--- src/hdl/pdc_cfg.svh ---
// Timing and geometry constants for the page-mode DRAM controller.
`ifndef PDC_CFG_SVH
`define PDC_CFG_SVH
`define PDC_CLK_MHZ 25
`define PDC_CYC(ns) (((ns) * `PDC_CLK_MHZ + 999) / 1000 < 1 ? 1 : ((ns) * `PDC_CLK_MHZ + 999) / 1000)
`define PDC_ADDR_W 11
`define PDC_DATA_W 4
`define PDC_ROWS 2048
`define PDC_INIT_CYCLES 8
`define PDC_POWERUP_US 200
`define PDC_IDLE_MS 32
`define PDC_REFRESH_MS 32
`define PDC_T_RAS_NS 60
`define PDC_T_RP_NS 40
`define PDC_T_ROW_COL_NS 20
`define PDC_T_ROW_HOLD_NS 10
`define PDC_T_CAS_NS 15
`define PDC_T_CP_NS 10
`define PDC_T_PC_NS 40
`define PDC_T_PG_RMW_NS 85
`define PDC_T_PRE_ACC_NS 35
`define PDC_T_PRE_HOLD_NS 35
`define PDC_T_OE_DATA_NS 15
`define PDC_T_COL_WR_NS 40
`define PDC_T_RASP_MAX_NS 10000
`define PDC_PAGE_MARGIN_CYC 16
`define PDC_T_CSR_NS 5
`define PDC_T_CHR_NS 10
`define PDC_T_TEST_EXTRA_NS 5
`endif

--- src/hdl/pdc_pkg.sv ---
// Types shared by the page-mode DRAM controller.
package pdc_pkg;
  typedef enum logic [1:0] {PDC_RD, PDC_WR, PDC_RMW} pdc_op_e;
  typedef struct packed {
    logic rasN;
    logic casN;
    logic weN;
    logic oeN;
    logic [10:0] addr;
    logic [3:0] dqOut;
    logic dqOe;
  } pdc_pins_s;
  typedef struct packed {
    logic valid;
    pdc_op_e op;
    logic [10:0] row;
    logic [10:0] col;
    logic [3:0] wdata;
    logic last;
  } pdc_req_s;
endpackage

--- src/hdl/pdc_ctrl.sv ---
// Controller that drives an asynchronous page-mode DRAM through its strobe pins.
// Notes on behaviour
// - Wait 200 us, then eight row-strobe cycles.
// - After 32 ms idle, eight wake-up cycles.
// - Eight column-first refreshes before using counter.
// - Row half on row fall, column on column.
// - Write strobe high before column fall for read.
// - Write strobe held high after read cycle.
// - Write data referenced to column or write fall.
// - Raise output enable before driving write data.
// - Respect output-enable-to-data delay.
// - Page column spacing 40 ns, 85 ns read-write.
// - Page row strobe low 60 ns to 10k ns.
// - Data valid 35 ns after precharge; hold row.
// - Column low, write high: refresh; both low: test.
// - Refresh all 2048 rows every 32 ms.
// - Page mode toggles column with row held low.
`include "pdc_cfg.svh"
module pdc_ctrl #(
  parameter int unsigned POWERUP_CYC = `PDC_POWERUP_US * `PDC_CLK_MHZ,
  parameter int unsigned IDLE_CYC = `PDC_IDLE_MS * 1000 * `PDC_CLK_MHZ,
  parameter int unsigned REFRESH_CYC = `PDC_REFRESH_MS * 1000 * `PDC_CLK_MHZ / `PDC_ROWS,
  parameter bit TEST_MODE = 1'b0
) (
  input wire logic ref_clk,
  input wire logic srst,
  input wire pdc_pkg::pdc_req_s req,
  output logic reqReady,
  output logic [3:0] rdData,
  output logic rdValid,
  output logic initDone,
  output pdc_pkg::pdc_pins_s pins,
  input wire logic [3:0] dqIn
);
  localparam int unsigned TEX = TEST_MODE ? `PDC_T_TEST_EXTRA_NS : 0;
  localparam logic [7:0] C_RP = 8'(`PDC_CYC(`PDC_T_RP_NS));
  localparam logic [7:0] C_RAS = 8'(`PDC_CYC(`PDC_T_RAS_NS));
  localparam logic [7:0] C_R2C = 8'(`PDC_CYC(`PDC_T_ROW_COL_NS));
  localparam logic [7:0] C_CP = 8'(`PDC_CYC(`PDC_T_CP_NS));
  localparam logic [7:0] C_ACC = 8'(`PDC_CYC(`PDC_T_PRE_ACC_NS + TEX));
  localparam logic [7:0] C_RWG = 8'(`PDC_CYC(`PDC_T_COL_WR_NS + `PDC_T_PG_RMW_NS - `PDC_T_PC_NS));
  localparam logic [7:0] C_OE2D = 8'(`PDC_CYC(`PDC_T_OE_DATA_NS));
  localparam logic [7:0] C_HOLD = 8'(`PDC_CYC(`PDC_T_PRE_HOLD_NS));
  localparam logic [7:0] C_CSR = 8'(`PDC_CYC(`PDC_T_CSR_NS + `PDC_T_CHR_NS));
  localparam logic [31:0] C_PAGE = 32'(`PDC_T_RASP_MAX_NS * `PDC_CLK_MHZ / 1000);

  typedef enum logic [3:0] {
    S_PWR, S_INIT, S_IDLE, S_ROW, S_COL, S_ACC, S_WDAT, S_PRE, S_RHOLD, S_RP, S_REFR
  } pdc_state_e;

  typedef struct packed {
    pdc_state_e st;
    logic [31:0] longCnt;
    logic [31:0] refCnt;
    logic [7:0] cnt;
    logic [3:0] initCnt;
    logic [11:0] refOwed;
    pdc_pkg::pdc_req_s cur;
    pdc_pkg::pdc_pins_s pins;
    logic ready;
    logic [3:0] rd;
    logic rdv;
    logic done;
  } pdc_state_s;

  pdc_state_s s_r;
  pdc_state_s s_nxt;

  // ****************************************************************
  // Sequencer.
  // ****************************************************************
  always_comb
  begin
    s_nxt = s_r;
    s_nxt.ready = 1'b0;
    s_nxt.rdv = 1'b0;
    if (s_r.cnt != 8'h00)
      s_nxt.cnt = s_r.cnt - 8'h01;
    if (s_r.longCnt != 32'h0)
      s_nxt.longCnt = s_r.longCnt - 32'h1;
    if (s_r.refCnt != 32'h0)
      s_nxt.refCnt = s_r.refCnt - 32'h1;
    else if (s_r.done)
    begin
      s_nxt.refCnt = REFRESH_CYC;
      s_nxt.refOwed = s_r.refOwed + 12'h001;
    end
    unique case (s_r.st)
      S_PWR:
      begin
        if (s_r.longCnt == 32'h0)
        begin
          s_nxt.st = S_RP;
          s_nxt.initCnt = 4'(`PDC_INIT_CYCLES);
        end
      end
      S_INIT:
      begin
        // Wake-up cycles are column-first refreshes so they also prime the counter.
        if (s_r.cnt == 8'h00)
        begin
          s_nxt.st = S_REFR;
          s_nxt.pins.casN = 1'b0;
          s_nxt.pins.weN = 1'b1;
          s_nxt.cnt = C_CSR;
        end
      end
      S_REFR:
      begin
        if (s_r.pins.rasN && s_r.cnt == 8'h00)
        begin
          s_nxt.pins.rasN = 1'b0;
          s_nxt.cnt = C_RAS;
        end
        else if (!s_r.pins.rasN && s_r.cnt == 8'h00)
        begin
          s_nxt.pins.rasN = 1'b1;
          s_nxt.pins.casN = 1'b1;
          s_nxt.st = S_RP;
          if (s_r.initCnt != 4'h0)
            s_nxt.initCnt = s_r.initCnt - 4'h1;
          else if (s_r.refOwed != 12'h000)
            s_nxt.refOwed = s_nxt.refOwed - 12'h001;
        end
      end
      S_RP:
      begin
        if (s_r.cnt == 8'h00)
        begin
          s_nxt.cnt = C_RP;
          s_nxt.st = (s_r.initCnt != 4'h0) ? S_INIT : S_IDLE;
          // Every finished row cycle is strobe activity, so the idle timer restarts here.
          s_nxt.longCnt = IDLE_CYC;
          if (s_r.initCnt == 4'h0 && !s_r.done)
          begin
            s_nxt.done = 1'b1;
            s_nxt.refCnt = REFRESH_CYC;
          end
        end
      end
      S_IDLE:
      begin
        if (s_r.cnt != 8'h00)
          s_nxt.st = S_IDLE;
        else if (s_r.longCnt == 32'h0)
        begin
          s_nxt.initCnt = 4'(`PDC_INIT_CYCLES);
          s_nxt.st = S_INIT;
        end
        else if (s_r.refOwed != 12'h000)
          s_nxt.st = S_INIT;
        else if (req.valid)
        begin
          s_nxt.cur = req;
          s_nxt.ready = 1'b1;
          // While the row is open the idle timer bounds its low time instead.
          s_nxt.longCnt = C_PAGE;
          s_nxt.pins.addr = req.row;
          s_nxt.pins.weN = 1'b1;
          s_nxt.pins.oeN = 1'b1;
          s_nxt.pins.rasN = 1'b0;
          s_nxt.cnt = C_RAS;
          s_nxt.st = S_ROW;
        end
      end
      S_ROW:
      begin
        // Column is driven only after row hold time; the strobe waits full row-to-column.
        if (s_r.cnt <= C_RAS - C_R2C)
        begin
          s_nxt.pins.addr = s_r.cur.col;
          s_nxt.st = S_COL;
        end
      end
      S_COL:
      begin
        s_nxt.pins.casN = 1'b0;
        if (s_r.cur.op == pdc_pkg::PDC_WR)
        begin
          s_nxt.pins.weN = 1'b0;
          s_nxt.pins.dqOut = s_r.cur.wdata;
          s_nxt.pins.dqOe = 1'b1;
        end
        else
        begin
          s_nxt.pins.weN = 1'b1;
          s_nxt.pins.oeN = 1'b0;
        end
        s_nxt.st = S_ACC;
        // Read-modify-write waits out the longer C_RWG gap; reads and writes wait C_ACC.
        s_nxt.cnt = (s_r.cur.op == pdc_pkg::PDC_RMW) ? C_RWG : C_ACC;
      end
      S_ACC:
      begin
        if (s_r.cnt == 8'h00)
        begin
          if (s_r.cur.op != pdc_pkg::PDC_WR)
          begin
            s_nxt.rd = dqIn;
            s_nxt.rdv = (s_r.cur.op == pdc_pkg::PDC_RD);
          end
          if (s_r.cur.op == pdc_pkg::PDC_RMW)
          begin
            s_nxt.pins.oeN = 1'b1;
            s_nxt.cnt = C_OE2D;
            s_nxt.st = S_WDAT;
            s_nxt.rdv = 1'b1;
          end
          else
          begin
            s_nxt.pins.casN = 1'b1;
            s_nxt.pins.oeN = 1'b1;
            s_nxt.cnt = C_CP;
            s_nxt.st = S_PRE;
          end
        end
      end
      S_WDAT:
      begin
        if (s_r.cnt == 8'h00 && !s_r.pins.dqOe)
        begin
          s_nxt.pins.dqOut = s_r.cur.wdata;
          s_nxt.pins.dqOe = 1'b1;
          s_nxt.pins.weN = 1'b0;
          s_nxt.cnt = C_CP;
        end
        else if (s_r.cnt == 8'h00)
        begin
          s_nxt.pins.casN = 1'b1;
          s_nxt.cnt = C_CP;
          s_nxt.st = S_PRE;
        end
      end
      S_PRE:
      begin
        s_nxt.pins.dqOe = 1'b0;
        s_nxt.pins.weN = 1'b1;
        if (s_r.cnt == 8'h00)
        begin
          if (!s_r.cur.last && req.valid && req.row == s_r.cur.row
              && s_r.longCnt > 32'(`PDC_PAGE_MARGIN_CYC))
          begin
            s_nxt.cur = req;
            s_nxt.ready = 1'b1;
            s_nxt.pins.addr = req.col;
            s_nxt.st = S_COL;
          end
          else
          begin
            s_nxt.cnt = C_HOLD;
            s_nxt.st = S_RHOLD;
          end
        end
      end
      S_RHOLD:
      begin
        if (s_r.cnt == 8'h00)
        begin
          s_nxt.pins.rasN = 1'b1;
          s_nxt.cnt = C_RP;
          s_nxt.st = S_RP;
        end
      end
      default:
        s_nxt.st = S_IDLE;
    endcase
  end

  always_ff @(posedge ref_clk)
  begin
    if (srst)
    begin
      s_r <= '0;
      s_r.st <= S_PWR;
      s_r.longCnt <= POWERUP_CYC;
      s_r.pins.rasN <= 1'b1;
      s_r.pins.casN <= 1'b1;
      s_r.pins.weN <= 1'b1;
      s_r.pins.oeN <= 1'b1;
    end
    else
      s_r <= s_nxt;
  end

  assign reqReady = s_r.ready;
  assign rdData = s_r.rd;
  assign rdValid = s_r.rdv;
  assign initDone = s_r.done;
  assign pins = s_r.pins;
endmodule

--- config.mk ---
export PLATFORM = sky130hd
export DESIGN_NAME = pdc_ctrl
export DESIGN_NICKNAME = d
export VERILOG_FILES = /design/src/hdl/pdc_pkg.sv /design/src/hdl/pdc_ctrl.sv
export VERILOG_INCLUDE_DIRS = /design/src /design/src/hdl
export SDC_FILE = /design/constraint.sdc
export NUM_CORES = 1
export LEC_CHECK = 0
export ABC_AREA = 0
export BUFFER_PORTS_ARGS = -buffer_cell sky130_fd_sc_hd__buf_2
export CORE_AREA = 4 4 127 178
export DETAILED_ROUTE_END_ITERATION = 10
export DIE_AREA = 0 0 131 182
export PLACE_DENSITY = 0.57
export SYNTH_ARGS = -nofsm -noshare
export SYNTH_HDL_FRONTEND = slang
export SYNTH_SLANG_ARGS = --single-unit
--- constraint.sdc ---
create_clock -name ref_clk -period 7.24 [get_ports ref_clk]
set_input_delay 0.724 -clock ref_clk [delete_from_list [all_inputs] [get_ports ref_clk]]
set_output_delay 0.724 -clock ref_clk [all_outputs]
set_load 0.05 [all_outputs]
==> reports/summary.txt <==
status = finished clean
Final Setup Violations = 0
Max-cap violations = 0
setup TNS = 0 ns
clock tree buffer depth = 2
cell taking the most area after synthesis = dfxtp_1
critical-path cell with the highest stage delay = nand2b_1
Max IR drop VDD = 0.192 mV
DRT Wirelength = 19,300 um
final slew viol count = 0
area growth from synthesis to layout = 10.7%
Synth area leaders = dfxtp_1, nor2_1, xnor2_1
Hold Violations, Final = 0
gp weighted congestion = 0.862
R2R depth = 8
die width = 131 um
Initial Util = 0.374
dominant synthesized flop cell = dfxtp_1
CP peak stage delay = 0.89 ns
DR pass1 iterations = 5
reg2reg end = s_r[48]
number of synthesized register bits = 148
hold path endpoint = s_r[40]
nets@finish = 1,032
fmax = 0.236 GHz
Netlist cell types = 74
hpwl dp = 14,000 um
Vias per Instance = 5.24
worst hold path stage count = 2
clock share of power = 0.346
Die Span Y = 182 um
I/O pin count = 63
GR Overflow Total = 0
Core Footprint = 21,000 um2
routed len/inst = 15.3 um
std cell rows = 63
pin count of the biggest net entering global routing = 70
Setup CP Type = flip-flop to flip-flop
# resized after CTS = 0
total die area = 23,800 um2
Worst-Margin Slew = 1.15 ns
sw frac = 0.345
first-pass GRT wire length = 31,200 um
Rel. slew slack = 0.235
crit path DAT = 4.60 ns
vias post-DR = 6,594
CTS Hold Bufs = 0
Reg power frac = 0.381
GRT Util Overall = 0.164
skew final = 0.0158 ns
Port-buffer cells = 62
Cell Area, Synth = 7880 um2
combinational power share = 0.272
reg-to-reg slack, setup = 3.00 ns
Power Dens Cells = 294 nW/um2
Data required, critical path = 7.60 ns
hold path startpoint = s_r[40]
vias in the first global route = 6,313
startpoint class of the critical path = flip-flop
Final Total Pwr = 2560 uW
starting DRC count in detailed routing = 394
sequential fraction of the synthesis area = 0.376
H-Tree Depth = 4
crit path launch = s_r[130]
CTS tree = built
Final period util = 0.585
Hold Path Class = flip-flop to flip-flop
Internal = 1680 uW
clk slew on worst S/H paths = 0.06 ns
Fillers = 2,173
Leak = 0.00326 uW
post-synth top area share = 0.376
number of post-CTS setup repair buffers = 0
Syn Area/Cell = 8.08 um2
Detail Route Antenna Nets = 0
crit path cell chain = or4_1 > nor4_1 > nand4_1 > nand3_1 > o22a_1 > nand2b_1 > nand2_1 > a21oi_1
Synth Warn # = 0
RSZ-0062 raised after global routing = false
share of post-route cells with drive strength above 1 = 0.134
CP max FO = 29
fraction of registers with async set/reset = 0
Num CTS Buffers = 17
post-layout minimum cycle time = 4.24 ns
Mapped Nets = 1,021
drt drc = 0
Ant. Diodes = 0
total clock sinks = 148
Worst Path Buf+Inv = 0
NetSw = 882 uW
family with the most delay on the worst path = simple AND/OR/NAND/NOR gates
Cells after Synth = 975
antenna violations before repair = 1
clock root cell = clkbuf_16
later-pin clock latency in the skew report = 0.44 ns
CP endpoint kind = flip-flop
EDFF count, synth = 0
worst r2r src = s_r[130]
worst reg2reg max path, stage by stage (launching register included):
cell      delay (ns)
dfxtp_1         0.34
or4_1           0.57
nor4_1          0.71
nand4_1         0.69
nand3_1         0.44
o22a_1          0.22
nand2b_1        0.89
nand2_1         0.14
a21oi_1         0.17
flip-flops by register name, summed over array words and instances, names as in the netlist:
name,count
rdData,4
initDone,1
rdValid,1
pins,20
reqReady,1
s_r,121
cells by family after synthesis:
group	count (synthesis)	share of synthesized area
muxes	36	0.0473
adders and majority gates	10	0.0159
AOI/OAI and AO/OA	164	0.125
xor gates and xnor gates	82	0.0935
buffers and inverters	96	0.0643
and+or+nand+nor	439	0.278
DFF	148	0.376
layout make-up:
| class | instances | area [um2] | area share |
|---|---|---|---|
| clock buffer | 19 | 453 | 0.0519 |
| clock inverter | 13 | 138 | 0.0158 |
| inverter | 20 | 75.1 | 0.00860 |
| multi-input combinational | 731 | 4410 | 0.506 |
| sequential | 148 | 2960 | 0.340 |
| tap | 260 | 325 | 0.0373 |
| timing repair buffer | 68 | 358 | 0.0410 |
worst max-delay path by stage:
| stage | to | slack [ns] | cells after the start |
|---|---|---|---|
| after global placement | s_r[55] | 3.09 | 8 |
| after global routing | s_r[44] | 2.44 | 8 |
| after CTS | s_r[54] | 2.99 | 8 |
| final | s_r[48] | 3.00 | 8 |
| after floorplan | s_r[62] | 3.92 | 9 |
| after detailed placement | s_r[54] | 3.00 | 8 |
per-layer routing:
layer  up-vias  share of wire  GRT usage
met2       112           0.52      0.287
met3        38          0.033     0.0391
met4         2          0.028     0.0667
met5         -        0.00062          0
li1       3375              -          -
met1      3067           0.42      0.188
synth_stat cells, types with 3 or more instances:
cell type,number
a211oi_1,8
a21oi_1,73
a311oi_1,3
a31oi_1,5
and2_1,5
and3_1,6
buf_2,5
buf_4,24
clkbuf_1,38
dfxtp_1,148
ha_1,10
inv_1,19
mux2i_1,32
nand2_1,116
nand2b_1,12
nand3_1,19
nand4_1,8
nand4b_1,3
nor2_1,136
nor2b_1,7
nor3_1,38
nor3b_1,8
nor4_1,21
nor4b_1,4
o21ai_0,35
o22ai_1,5
o31ai_1,6
or2_2,9
or3_1,17
or4_1,10
or4_4,5
xnor2_1,58
xor2_1,23
cell usage in the layout, fill, tap and decap left out, types with 3 or more instances in the layout:
| cell type | n |
|---|---|
| dfxtp_1 | 148 |
| nor3_1 | 38 |
| a311oi_1 | 3 |
| nor4b_1 | 4 |
| nand4_1 | 8 |
| xnor2_1 | 58 |
| inv_1 | 19 |
| nor4_1 | 21 |
| o21ai_0 | 35 |
| buf_2 | 61 |
| or2_2 | 9 |
| ha_1 | 10 |
| and3_1 | 6 |
| a211oi_1 | 8 |
| o22ai_1 | 5 |
| nor2b_1 | 7 |
| and2_1 | 5 |
| o31ai_1 | 6 |
| nand2b_1 | 12 |
| or4_1 | 10 |
| mux2i_1 | 32 |
| or4_4 | 5 |
| nand2_1 | 116 |
| nor3b_1 | 8 |
| xor2_1 | 23 |
| nor2_1 | 135 |
| a31oi_1 | 5 |
| inv_6 | 6 |
| clkbuf_16 | 17 |
| nand4b_1 | 3 |
| a21oi_1 | 73 |
| or3_1 | 17 |
| buf_4 | 7 |
| nand3_1 | 19 |
metrics by stage:
stage	util	worst slack [ns]	instance area (um2)	cells	hold slack (ns)
floorplan	-	3.92	7880	975	0.429
finish	0.415	3.00	8720	1259	0.455
global placement	0.386	3.09	8130	1227	0.441
CTS	0.415	2.99	8720	1259	0.457
detailed placement	0.386	3.00	8130	1227	0.447
global route	0.415	2.44	8720	1259	0.472
power groups by stage:
stage	sequential [uW]	combinational, uW	clock [uW]
finish	976	698	887
floorplan	972	598	0
CTS	975	706	911
global route	990	785	952
detailed placement	992	700	0
global placement	991	693	0
Power figures use the tool's default switching activity.
